[src/lmc_pkg.sv]
// Shared constants and types of the LIN mode control block.
`default_nettype none
package lmc_pkg;
   // ***********************************************
   // Timing
   // ***********************************************
   localparam int unsigned LMC_CLK_PERIOD_NS = 5;
   localparam int unsigned LMC_DOM_TIMEOUT_MS = 27;
   localparam int unsigned LMC_DOM_CYC =
      (LMC_DOM_TIMEOUT_MS * 1000000 + LMC_CLK_PERIOD_NS - 1) / LMC_CLK_PERIOD_NS;
   localparam int unsigned LMC_REC_MIN_US = 10;
   localparam int unsigned LMC_REC_CYC =
      (LMC_REC_MIN_US * 1000 + LMC_CLK_PERIOD_NS - 1) / LMC_CLK_PERIOD_NS;
   localparam int unsigned LMC_TRIG_MIN_NS = 1000;
   localparam int unsigned LMC_TRIG_CYC =
      (LMC_TRIG_MIN_NS + LMC_CLK_PERIOD_NS - 1) / LMC_CLK_PERIOD_NS;
   localparam int unsigned LMC_RST_TIME_MS = 4;
   localparam int unsigned LMC_RST_CYC =
      (LMC_RST_TIME_MS * 1000000 + LMC_CLK_PERIOD_NS - 1) / LMC_CLK_PERIOD_NS;
   localparam int unsigned LMC_WDOG_TIMEOUT_MS = 20;
   localparam int unsigned LMC_WDOG_CYC =
      (LMC_WDOG_TIMEOUT_MS * 1000000) / LMC_CLK_PERIOD_NS;
   // ***********************************************
   // Register map
   // ***********************************************
   localparam int unsigned LMC_ADDR_W = 4;
   localparam logic [3:0] LMC_OFS_CTRL = 4'h0;
   localparam logic [3:0] LMC_OFS_STATUS = 4'h4;
   localparam int unsigned LMC_CTRL_DOM_EN_BIT = 0;
   localparam logic LMC_CTRL_DOM_EN_RST = 1'b1;
   localparam logic [1:0] LMC_RESP_OKAY = 2'h0;
   localparam logic [1:0] LMC_RESP_SLVERR = 2'h2;
   // ***********************************************
   // Modes and fail-safe sources
   // ***********************************************
   typedef enum logic [1:0] {
      LMC_FAILSAFE = 2'b00,
      LMC_NORMAL = 2'b01,
      LMC_SILENT = 2'b10,
      LMC_SLEEP = 2'b11
   } lmc_mode_e;
   localparam logic [1:0] LMC_FS_POWER_ON = 2'h0;
   localparam logic [1:0] LMC_FS_REG_UV = 2'h1;
   localparam logic [1:0] LMC_FS_WDOG = 2'h2;
   localparam logic [1:0] LMC_FS_EXT_RST = 2'h3;
   typedef struct packed {
      logic supply_uv;
      logic reg_uv;
      logic enable;
      logic txd;
      logic lin_rx;
      logic wdog_strap;
      logic kick_n;
      logic div_en;
      logic fast_sel;
      logic rst_pin;
   } lmc_pins_s;
   // Idle levels: transmit, bus, kick and the reset pin rest high; enable rests low.
   localparam lmc_pins_s LMC_PINS_IDLE = 10'h069;
   typedef struct packed {
      logic [23:0] zero;
      logic dom_locked;
      logic wdog_en;
      logic rst_active;
      logic supply_uv;
      logic [1:0] fs_src;
      lmc_mode_e mode;
   } lmc_status_s;
endpackage
`default_nettype wire

[src/lmc_mode_ctrl.sv]
// Mode, pin and watchdog control of the LIN system basis logic.
//
// The placing of the registers and the AXI4-Lite register port are this design's own decisions.
`timescale 1ns/100ps
`default_nettype none
// Function
// - After power-up the block starts in fail-safe with the regulator on.
// - Supply undervoltage blocks any dominant drive of the bus.
// - In normal mode transmit low drives dominant; high or open stays recessive.
// - In fail-safe the transmit pin becomes an output showing the fail-safe cause.
// - Receive output follows the bus: high recessive, low dominant.
// - In fail-safe receive shows the cause; unpowered it is switched off.
// - Enable high selects normal mode with both paths active.
// - Enable low with transmit high selects silent; no transmission, regulator on.
// - Enable low with transmit low selects sleep; no transmission, regulator off.
// - Strap low enables the watchdog in fail-safe and normal mode; strap high disables it.
// - Reset output pulls low on regulator undervoltage or watchdog failure.
// - A disabled watchdog switches its timing bias off.
// - A kick held low for the minimum trigger time registers a watchdog trigger.
// - Divider output follows divider enable, with no time limit.
// - In sleep the divider enable is ignored and the divider stays off.
// - An open divider enable reads low, leaving the divider off.
// - Transmit low past the timeout forces recessive until high long enough.
// - A low reset output in normal mode moves the block to fail-safe.
// - Rate select high in normal mode selects fast edges; low slope control.
module lmc_mode_ctrl #(
   parameter int unsigned DOM_CYC = lmc_pkg::LMC_DOM_CYC,
   parameter int unsigned RST_CYC = lmc_pkg::LMC_RST_CYC,
   parameter int unsigned WDOG_CYC = lmc_pkg::LMC_WDOG_CYC
)(
   // Clock and reset
   input wire logic i_clk,
   input wire logic i_resetn,
   // AXI4-Lite slave
   input wire logic i_awvalid,
   output logic o_awready,
   input wire logic [lmc_pkg::LMC_ADDR_W-1:0] i_awaddr,
   input wire logic i_wvalid,
   output logic o_wready,
   input wire logic [31:0] i_wdata,
   input wire logic [3:0] i_wstrb,
   output logic o_bvalid,
   input wire logic i_bready,
   output logic [1:0] o_bresp,
   input wire logic i_arvalid,
   output logic o_arready,
   input wire logic [lmc_pkg::LMC_ADDR_W-1:0] i_araddr,
   output logic o_rvalid,
   input wire logic i_rready,
   output logic [31:0] o_rdata,
   output logic [1:0] o_rresp,
   // Sense and host pins
   input wire logic i_supply_uv,
   input wire logic i_reg_uv,
   input wire logic i_enable,
   input wire logic i_txd_i,
   input wire logic i_lin_rx,
   input wire logic i_wdog_strap,
   input wire logic i_wdog_kick_n,
   input wire logic i_divider_enable,
   input wire logic i_fast_rate_select,
   input wire logic i_reset_out_n_i,
   // Transmit pin driven in fail-safe
   output logic o_txd_o,
   output logic o_txd_oe,
   // Receive pin
   output logic o_rxd,
   output logic o_rxd_oe,
   // Open-drain reset pin
   output logic o_reset_out_n_o,
   output logic o_reset_out_n_oe,
   // Bus, regulator, watchdog bias, divider
   output logic o_lin_dom,
   output logic o_fast_mode,
   output logic o_regulator_on,
   output logic o_wdog_bias_on,
   output logic o_divider_on,
   output var lmc_pkg::lmc_mode_e o_mode
);
   import lmc_pkg::*;

   lmc_pins_s pins_raw;
   lmc_pins_s s;
   lmc_mode_e mode_q;
   lmc_mode_e mode_d;
   logic [1:0] fs_src_q;
   logic ctrl_dom_en_q;
   logic [31:0] dom_cnt_q;
   logic [31:0] rec_cnt_q;
   logic dom_lock_q;
   logic [31:0] rst_cnt_q;
   logic rst_req;
   logic wd_en;
   logic wd_trig;
   logic wd_fail;
   logic [LMC_ADDR_W-1:0] awaddr_q;
   logic [31:0] wdata_q;
   logic [3:0] wstrb_q;
   logic wr_go;
   lmc_status_s status;

   if (DOM_CYC < 2 || RST_CYC < 3 || WDOG_CYC < 2)
   begin : g_bad
      $error("lmc_mode_ctrl: counts too small");
   end

   function automatic logic hit(input logic [LMC_ADDR_W-1:0] a, input logic [3:0] ofs);
      hit = (a == ofs);
   endfunction

   // ***********************************************
   // Pin synchronisation
   // ***********************************************
   // Open transmit and kick pins read high, an open divider enable reads low.
   assign pins_raw = '{i_supply_uv, i_reg_uv, i_enable, i_txd_i, i_lin_rx,
                       i_wdog_strap, i_wdog_kick_n, i_divider_enable,
                       i_fast_rate_select, i_reset_out_n_i};
   lmc_sync #(.W($bits(lmc_pins_s)), .RST_VAL(LMC_PINS_IDLE)) u_sync (
      .i_clk(i_clk),
      .i_resetn(i_resetn),
      .i_d(pins_raw),
      .o_q(s)
   );

   // ***********************************************
   // Mode state machine
   // ***********************************************
   always_comb
   begin
      mode_d = mode_q;
      case (mode_q)
         LMC_FAILSAFE:
            if (s.enable && s.rst_pin)
               mode_d = LMC_NORMAL;
         LMC_NORMAL:
            if (!s.rst_pin)
               mode_d = LMC_FAILSAFE;
            else if (!s.enable)
               mode_d = s.txd ? LMC_SILENT : LMC_SLEEP;
         LMC_SILENT, LMC_SLEEP:
            if (s.enable)
               mode_d = LMC_NORMAL;
         default:
            mode_d = LMC_FAILSAFE;
      endcase
   end

   always_ff @(posedge i_clk or negedge i_resetn)
   begin
      if (!i_resetn)
         mode_q <= LMC_FAILSAFE;
      else
         mode_q <= mode_d;
   end

   // The cause is caught on the way into fail-safe and held until the next entry.
   always_ff @(posedge i_clk or negedge i_resetn)
   begin
      if (!i_resetn)
         fs_src_q <= LMC_FS_POWER_ON;
      else if (mode_q == LMC_NORMAL && mode_d == LMC_FAILSAFE)
         fs_src_q <= s.reg_uv ? LMC_FS_REG_UV :
                     (rst_cnt_q != 32'h0) ? LMC_FS_WDOG : LMC_FS_EXT_RST;
   end

   // ***********************************************
   // Dominant timeout
   // ***********************************************
   always_ff @(posedge i_clk or negedge i_resetn)
   begin
      if (!i_resetn)
      begin
         dom_cnt_q <= '0;
         rec_cnt_q <= '0;
         dom_lock_q <= 1'b0;
      end
      else if (!ctrl_dom_en_q)
      begin
         dom_cnt_q <= '0;
         rec_cnt_q <= '0;
         dom_lock_q <= 1'b0;
      end
      else if (!s.txd)
      begin
         rec_cnt_q <= '0;
         if (dom_cnt_q < DOM_CYC)
            dom_cnt_q <= dom_cnt_q + 32'h1;
         else
            dom_lock_q <= 1'b1;
      end
      else
      begin
         dom_cnt_q <= '0;
         if (dom_lock_q && rec_cnt_q >= LMC_REC_CYC - 1)
            dom_lock_q <= 1'b0;
         else if (dom_lock_q)
            rec_cnt_q <= rec_cnt_q + 32'h1;
      end
   end

   // ***********************************************
   // Watchdog and reset output
   // ***********************************************
   // The host's kick must stay low TRIG_CYC cycles to be counted.
   assign wd_en = !s.wdog_strap && (mode_q == LMC_FAILSAFE || mode_q == LMC_NORMAL);
   lmc_wdog #(.TRIG_CYC(LMC_TRIG_CYC), .TIMEOUT_CYC(WDOG_CYC)) u_wdog (
      .i_clk(i_clk),
      .i_resetn(i_resetn),
      .i_en(wd_en),
      .i_kick_n(s.kick_n),
      .o_trig(wd_trig),
      .o_fail(wd_fail)
   );

   always_ff @(posedge i_clk or negedge i_resetn)
   begin
      if (!i_resetn)
         rst_cnt_q <= '0;
      else if (wd_fail)
         rst_cnt_q <= RST_CYC;
      else if (rst_cnt_q != 32'h0)
         rst_cnt_q <= rst_cnt_q - 32'h1;
   end
   assign rst_req = s.reg_uv || rst_cnt_q != 32'h0;

   // ***********************************************
   // Pin outputs
   // ***********************************************
   // The receive driver stays off in reset, standing in for the unpowered state.
   always_ff @(posedge i_clk or negedge i_resetn)
   begin
      if (!i_resetn)
      begin
         o_txd_o <= 1'b1;
         o_txd_oe <= 1'b0;
         o_rxd <= 1'b1;
         o_rxd_oe <= 1'b0;
         o_reset_out_n_o <= 1'b0;
         o_reset_out_n_oe <= 1'b0;
         o_lin_dom <= 1'b0;
         o_fast_mode <= 1'b0;
         o_regulator_on <= 1'b1;
         o_wdog_bias_on <= 1'b0;
         o_divider_on <= 1'b0;
         o_mode <= LMC_FAILSAFE;
      end
      else
      begin
         o_txd_o <= fs_src_q[0];
         o_txd_oe <= (mode_q == LMC_FAILSAFE);
         o_rxd <= (mode_q == LMC_FAILSAFE) ? fs_src_q[1] : s.lin_rx;
         o_rxd_oe <= 1'b1;
         o_reset_out_n_o <= 1'b0;
         o_reset_out_n_oe <= rst_req;
         o_lin_dom <= mode_q == LMC_NORMAL && !s.txd && !s.supply_uv && !dom_lock_q;
         o_fast_mode <= mode_q == LMC_NORMAL && s.fast_sel;
         o_regulator_on <= (mode_q != LMC_SLEEP);
         o_wdog_bias_on <= wd_en;
         o_divider_on <= s.div_en && mode_q != LMC_SLEEP;
         o_mode <= mode_q;
      end
   end

   // ***********************************************
   // AXI4-Lite slave
   // ***********************************************
   // One write and one read at a time; ready drops until the response is taken.
   assign wr_go = !o_awready && !o_wready && !o_bvalid;
   always_ff @(posedge i_clk or negedge i_resetn)
   begin
      if (!i_resetn)
      begin
         o_awready <= 1'b1;
         o_wready <= 1'b1;
         o_bvalid <= 1'b0;
         o_bresp <= LMC_RESP_OKAY;
         awaddr_q <= '0;
         wdata_q <= '0;
         wstrb_q <= '0;
      end
      else
      begin
         if (i_awvalid && o_awready)
         begin
            awaddr_q <= i_awaddr;
            o_awready <= 1'b0;
         end
         if (i_wvalid && o_wready)
         begin
            wdata_q <= i_wdata;
            wstrb_q <= i_wstrb;
            o_wready <= 1'b0;
         end
         if (wr_go)
         begin
            o_bvalid <= 1'b1;
            o_bresp <= (hit(awaddr_q, LMC_OFS_CTRL) || hit(awaddr_q, LMC_OFS_STATUS)) ?
                       LMC_RESP_OKAY : LMC_RESP_SLVERR;
         end
         if (o_bvalid && i_bready)
         begin
            o_bvalid <= 1'b0;
            o_awready <= 1'b1;
            o_wready <= 1'b1;
         end
      end
   end

   always_ff @(posedge i_clk or negedge i_resetn)
   begin
      if (!i_resetn)
         ctrl_dom_en_q <= LMC_CTRL_DOM_EN_RST;
      else if (wr_go && hit(awaddr_q, LMC_OFS_CTRL) && wstrb_q[0])
         ctrl_dom_en_q <= wdata_q[LMC_CTRL_DOM_EN_BIT];
   end

   assign status = '{zero: '0, dom_locked: dom_lock_q, wdog_en: wd_en,
                     rst_active: rst_req, supply_uv: s.supply_uv,
                     fs_src: fs_src_q, mode: mode_q};

   always_ff @(posedge i_clk or negedge i_resetn)
   begin
      if (!i_resetn)
      begin
         o_arready <= 1'b1;
         o_rvalid <= 1'b0;
         o_rdata <= '0;
         o_rresp <= LMC_RESP_OKAY;
      end
      else if (i_arvalid && o_arready)
      begin
         o_arready <= 1'b0;
         o_rvalid <= 1'b1;
         o_rresp <= LMC_RESP_OKAY;
         if (hit(i_araddr, LMC_OFS_CTRL))
            o_rdata <= {31'h0, ctrl_dom_en_q};
         else if (hit(i_araddr, LMC_OFS_STATUS))
            o_rdata <= status;
         else
         begin
            o_rdata <= '0;
            o_rresp <= LMC_RESP_SLVERR;
         end
      end
      else if (o_rvalid && i_rready)
      begin
         o_rvalid <= 1'b0;
         o_arready <= 1'b1;
      end
   end

   // ***********************************************
   // Assertions
   // ***********************************************
   // Counts how long transmit has stood high, so the lock release is judged on its own.
   logic [31:0] hi_run_q;
   always_ff @(posedge i_clk or negedge i_resetn)
   begin
      if (!i_resetn)
         hi_run_q <= '0;
      else if (!s.txd)
         hi_run_q <= '0;
      else if (hi_run_q < LMC_REC_CYC)
         hi_run_q <= hi_run_q + 32'h1;
   end
endmodule
`default_nettype wire

[src/lmc_sync.sv]
// Two-flop synchroniser for a vector of pin levels.
`timescale 1ns/100ps
`default_nettype none
module lmc_sync #(
   parameter int unsigned W = 1,
   parameter logic [W-1:0] RST_VAL = '0
)(
   // Clock and reset
   input wire logic i_clk,
   input wire logic i_resetn,
   // Data
   input wire logic [W-1:0] i_d,
   output logic [W-1:0] o_q
);
   logic [W-1:0] meta_q;
   always_ff @(posedge i_clk or negedge i_resetn)
   begin
      if (!i_resetn)
      begin
         meta_q <= RST_VAL;
         o_q <= RST_VAL;
      end
      else
      begin
         meta_q <= i_d;
         o_q <= meta_q;
      end
   end
endmodule
`default_nettype wire

[src/lmc_wdog.sv]
// Watchdog: qualified kick detection and timeout.
`timescale 1ns/100ps
`default_nettype none
module lmc_wdog #(
   parameter int unsigned TRIG_CYC = 200,
   parameter int unsigned TIMEOUT_CYC = 4000000
)(
   // Clock and reset
   input wire logic i_clk,
   input wire logic i_resetn,
   // Control and kick
   input wire logic i_en,
   input wire logic i_kick_n,
   // Events
   output logic o_trig,
   output logic o_fail
);
   logic [31:0] low_q;
   logic [31:0] tmo_q;
   if (TRIG_CYC < 1 || TIMEOUT_CYC < 2)
   begin : g_bad
      $error("lmc_wdog: counts too small");
   end
   // A kick counts once, when the low phase after a falling edge reaches its minimum.
   always_ff @(posedge i_clk or negedge i_resetn)
   begin
      if (!i_resetn)
      begin
         low_q <= '0;
         o_trig <= 1'b0;
      end
      else
      begin
         o_trig <= 1'b0;
         if (!i_en || i_kick_n)
            low_q <= '0;
         else if (low_q < TRIG_CYC)
         begin
            low_q <= low_q + 32'h1;
            o_trig <= (low_q == TRIG_CYC - 1);
         end
      end
   end
   always_ff @(posedge i_clk or negedge i_resetn)
   begin
      if (!i_resetn)
      begin
         tmo_q <= '0;
         o_fail <= 1'b0;
      end
      else
      begin
         o_fail <= 1'b0;
         if (!i_en || o_trig)
            tmo_q <= '0;
         else if (tmo_q == TIMEOUT_CYC - 1)
         begin
            tmo_q <= '0;
            o_fail <= 1'b1;
         end
         else
            tmo_q <= tmo_q + 32'h1;
      end
   end
endmodule
`default_nettype wire

[config.mk]
export PLATFORM = sky130hd
export DESIGN_NAME = lmc_mode_ctrl
export DESIGN_NICKNAME = d
export VERILOG_FILES = /design/src/lmc_pkg.sv /design/src/lmc_mode_ctrl.sv /design/src/lmc_sync.sv /design/src/lmc_wdog.sv
export SDC_FILE = /design/constraint.sdc
export NUM_CORES = 1
export LEC_CHECK = 0
export ABC_AREA = 0
export CORE_MARGIN = 2
export CORE_UTILIZATION = 50
export CTS_CLUSTER_DIAMETER = 200
export DETAILED_ROUTE_END_ITERATION = 6
export DONT_BUFFER_PORTS = 1
export PLACE_DENSITY = 0.68
export SLEW_MARGIN = 20
export SYNTH_ARGS = -nofsm -noshare
export SYNTH_HDL_FRONTEND = slang
export SYNTH_SLANG_ARGS = --single-unit
[constraint.sdc]
create_clock -name i_clk -period 2.24 [get_ports i_clk]
set_clock_uncertainty 0.1 [all_clocks]
set_input_delay 0.448 -clock i_clk [delete_from_list [all_inputs] [get_ports i_clk]]
set_output_delay 0.448 -clock i_clk [all_outputs]
set_load 0.01 [all_outputs]
==> run_summary.xml <==
<?xml version="1.0" encoding="UTF-8"?>
<metrics>
  <group name="run_status">
    <metric name="outcome" unit="">finished, violations left</metric>
    <metric name="failing_checks" unit="">negative hold slack</metric>
  </group>
  <group name="floorplanning">
    <metric name="floorplan.die.height" unit="um">144</metric>
    <metric name="die_w" unit="um">144</metric>
    <metric name="core_area" unit="um^2">19300</metric>
    <metric name="floorplan.rows" unit="">51</metric>
    <metric name="boundaryPins" unit="">115</metric>
    <metric name="die_area" unit="um^2">20800</metric>
    <metric name="starting_utilization_of_the_core_area" unit="">0.507</metric>
  </group>
  <group name="timing">
    <metric name="grt_setup_unrepaired" unit="">yes</metric>
    <metric name="report.final.slew_viol_count" unit="">0</metric>
    <metric name="setup-tns-final" unit="ps">0</metric>
    <metric name="clock.fmax" unit="GHz">0.449</metric>
    <metric name="hold-worst-slack" unit="ps">-461</metric>
    <metric name="max-slew-margin-rel" unit="">0.469</metric>
    <metric name="worst_slew_pin_slew" unit="ps">793</metric>
    <metric name="final_critical_path_setup_slack" unit="ps">14.7</metric>
    <metric name="layout_min_cycle_time" unit="ps">2230</metric>
    <metric name="setup_violations" unit="">0</metric>
    <metric name="period_share" unit="">0.993</metric>
    <metric name="timing_hold_violations_final" unit="">221</metric>
  </group>
  <group name="cells_and_area">
    <metric name="layout-drive-gt1-share" unit="">0.204</metric>
    <metric name="utilization_after_layout" unit="">0.610</metric>
    <metric name="finish.net_count" unit="">1082</metric>
    <metric name="syn_to_final_growth" unit="%">20.2</metric>
    <metric name="insertedDiodeCount" unit="">0</metric>
    <metric name="final_cells" unit="">1298</metric>
  </group>
  <group name="worst_setup_path">
    <metric name="critPathCapture" unit="">dom_cnt_q[7]</metric>
    <metric name="timing_worst_setup_path_type" unit="">flip-flop to flip-flop</metric>
    <metric name="critical_path.reg2reg.endpoint" unit="">dom_cnt_q[7]</metric>
    <metric name="r2r.worst_path.cells" unit="">5</metric>
    <metric name="crit_path_end_kind" unit="">flip-flop</metric>
    <metric name="worst-path-max-fanout" unit="">7</metric>
    <metric name="worstPathCellList" unit="">a2111oi_4, o21ai_2, a2111o_2, or3_1, a21oi_1</metric>
    <metric name="timing.critical_path.buf_inv" unit="">0</metric>
    <metric name="cpMaxStageDelayCell" unit="">a2111o_2</metric>
    <metric name="worst_endpoint_required_time" unit="ps">2570</metric>
    <metric name="ff2ff_setup_slack" unit="ps">10</metric>
    <metric name="setup.worst_path.start_class" unit="">flip-flop</metric>
    <metric name="cp_top_family" unit="">compound AO/OA/AOI/OAI gates</metric>
    <metric name="critical_path_depth" unit="">5</metric>
    <metric name="r2r-start" unit="">dom_cnt_q[10]</metric>
    <metric name="critical_path.max_stage_delay" unit="ps">560</metric>
    <metric name="cp.arrival" unit="ps">2550</metric>
    <metric name="setup.worst_path.start" unit="">dom_cnt_q[10]</metric>
  </group>
  <group name="synthesis">
    <metric name="syn-mean-instance-area" unit="um^2">10.8</metric>
    <metric name="synth_seq_cells" unit="">221</metric>
    <metric name="synth_async_sr_flop_share" unit="">1.00</metric>
    <metric name="post_synth_most_frequent_cells" unit="">dfrtp_1 (206), nor2_1 (91), nand2_1 (51)</metric>
    <metric name="synth_sequential_area_ratio" unit="">0.566</metric>
    <metric name="ys_dominant_reg_cell" unit="">dfrtp_1</metric>
    <metric name="synth-edff-count" unit="">0</metric>
    <metric name="synth_warnings" unit="">0</metric>
    <metric name="synthMostInstantiatedCell" unit="">dfrtp_1</metric>
    <metric name="synth_largest_type_area_fraction" unit="">0.526</metric>
    <metric name="netlist_top_cells_area" unit="">dfrtp_1 (53%), dfstp_2 (4.0%), nor2_1 (3.5%), and2_1 (2.5%), and3_1 (2.5%)</metric>
    <metric name="synth.lib_cells_used.distinct" unit="">68</metric>
    <metric name="post-synth-top-area-cell" unit="">dfrtp_1</metric>
    <metric name="netlist_area" unit="um^2">9810</metric>
    <metric name="netlist_instances" unit="">912</metric>
  </group>
  <group name="pwr">
    <metric name="seq_power_share" unit="">0.498</metric>
    <metric name="p_sw" unit="uW">2060</metric>
    <metric name="worst_ir_drop_vdd" unit="mV">0.464</metric>
    <metric name="power.share.switching" unit="">0.235</metric>
    <metric name="power.leakage" unit="uW">0.00555</metric>
    <metric name="internal_power_summed_over_all_cells" unit="uW">6700</metric>
    <metric name="power.density_cell_area" unit="nW/um^2">743</metric>
    <metric name="combinationalPowerShare" unit="">0.066</metric>
    <metric name="clock_power_share" unit="">0.436</metric>
  </group>
  <group name="global_routing">
    <metric name="pin_count_of_the_biggest_net_entering_global_routing" unit="">222</metric>
    <metric name="first_pass_grt_wire_length" unit="um">32500</metric>
    <metric name="initial_antenna_violation_count" unit="">0</metric>
    <metric name="overflow" unit="">0</metric>
    <metric name="number_of_global_route_vias_before_repair" unit="">6760</metric>
    <metric name="grtUsageTotal" unit="">0.191</metric>
  </group>
  <group name="detailed_routing">
    <metric name="drt_wirelength" unit="um">20200</metric>
    <metric name="detailroute.via_count" unit="">7114</metric>
    <metric name="dr_iter_0_viols" unit="">437</metric>
    <metric name="vias_per_cell" unit="">5.48</metric>
    <metric name="route.detailed.drc" unit="">0</metric>
    <metric name="ant_nets" unit="">0</metric>
    <metric name="routed_wire_length_per_instance" unit="um">15.6</metric>
    <metric name="detailed_router_iteration_count_before_antenna_repair" unit="">4</metric>
  </group>
  <group name="cts">
    <metric name="clock_tree_from_tritoncts" unit="">built</metric>
    <metric name="insertion_delay" unit="ps">520</metric>
    <metric name="cts_root_buf" unit="">clkbuf_16</metric>
    <metric name="numCtsBuffers" unit="">24</metric>
    <metric name="cts_buffer_depth" unit="">3</metric>
    <metric name="clk_pin_slew" unit="ps">60</metric>
    <metric name="htree_num_levels" unit="">1</metric>
    <metric name="postCtsHoldBufs" unit="">24</metric>
    <metric name="cts.sinks" unit="">221</metric>
  </group>
  <group name="placement">
    <metric name="port-buffer-count" unit="">0</metric>
    <metric name="dpl.cell_count" unit="">1211</metric>
    <metric name="hpwlAfterDp" unit="um">12500</metric>
    <metric name="preCtsSetupSlack" unit="ps">-108</metric>
    <metric name="routabilityCongestion" unit="">0.815</metric>
  </group>
  <group name="job">
    <metric name="cap_violations" unit="">0</metric>
  </group>
  <group name="min_path">
    <metric name="hold_class" unit="">primary input to async pin</metric>
  </group>
</metrics>
power by group through the flow:
| stage | clock network [uW] | registers [uW] | logic, uW |
|---|---|---|---|
| floorplan | 0 | 4400 | 398 |
| global placement | 0 | 4420 | 506 |
| detailed placement | 0 | 4430 | 519 |
| CTS | 3930 | 4360 | 576 |
| global route | 4080 | 4390 | 641 |
| finish | 3820 | 4360 | 574 |
per-stage QoR:
step                      power [uW]  instance area, um^2
after detailed placement        4950                10400
after global routing            9110                11800
final                           8760                11800
after floorplan                 4790                 9910
after CTS                       8860                11400
after global placement          4930                10400
cells in the final DEF (no fill, tap or decap), types with 6 or more instances in the layout:
cell,instances
nor3_1,21
nand4_1,25
nor4_1,22
o31ai_1,14
dfrtp_1,203
and3_1,39
xnor2_1,22
nor4b_1,6
a22o_1,7
or3_1,22
dfstp_2,15
conb_1,28
a31oi_1,6
and2_1,39
a21oi_1,33
xor2_1,24
nand3_1,37
or4_1,12
dlygate4sd3_1,24
buf_4,74
clkinv_2,8
mux2_2,11
inv_1,18
clkbuf_16,24
or2_2,7
o21ai_0,25
a21oi_2,6
buf_6,7
nand2_1,48
nor2_1,90
how the worst min path moves through the flow:
stage / startpoint / endpoint / slack (ps) / cells past startpoint
floorplan: i_resetn / awaddr_q[0] / 50 / 0
global placement: i_resetn / rst_cnt_q[11] / 70 / 0
detailed placement: i_resetn / rst_cnt_q[11] / 70 / 0
CTS: i_resetn / u_wdog.tmo_q[18] / -480 / 0
global route: i_resetn / dom_cnt_q[20] / -480 / 0
finish: i_resetn / rst_cnt_q[11] / -460 / 0
cell type report:
| cell class | count | area [um^2] |
|---|---|---|
| fill | 1610 | 7550 |
| tap | 265 | 332 |
| multi-input combinational | 640 | 4150 |
| clock buffer | 34 | 688 |
| clock inverter | 10 | 86.3 |
| timing repair buffer | 108 | 905 |
| inverter | 20 | 75.1 |
| sequential | 221 | 5550 |
metal layers:
metal	GRT usage	routed length (um)	vias to the layer above
li1	-	-	3428
met2	0.313	9730	120
met4	0.0418	362	0
met1	0.273	9350	3539
met3	0.0291	787	27
met5	0	0	-
worst register-to-register path, cell delays in order (launching register included):
cell	delay [ps]
dfrtp_1	420
a2111oi_4	380
o21ai_2	130
a2111o_2	560
or3_1	380
a21oi_1	180
registers in the layout, indices dropped and copies added, names as in the netlist, 8 cells and up:
register       flops
u_sync.o_q        10
u_wdog.low_q      32
rec_cnt_q         32
u_sync.meta_q     10
o_rdata            8
dom_cnt_q         32
rst_cnt_q         32
u_wdog.tmo_q      32
kinds of logic (layout without fill, tap and decap cells):
logic type               after synthesis  after routing  share of synthesized area
buffers and inverters                 78            172                     0.0422
flip-flops                           221            221                      0.566
other                                  2             28                   0.000766
AND/OR/NAND/NOR                      415            415                      0.233
adder cells (fa/ha/maj)                6              6                    0.00765
XOR/XNOR                              46             46                     0.0411
AO/OA/AOI/OAI                        128            129                     0.0918
multiplexers                          16             16                     0.0177
repair_timing:
action | 4_1_cts | 5_1_grt
setup endpoints to repair | 13 | 77
endpoints found under the hold margin | 242 | 221
resized for setup | 1 | 54
pin swaps | 2 | 17
setup buffers | 0 | 15
cloned | 0 | 4
Note: power is estimated with default switching activity, not from simulation.
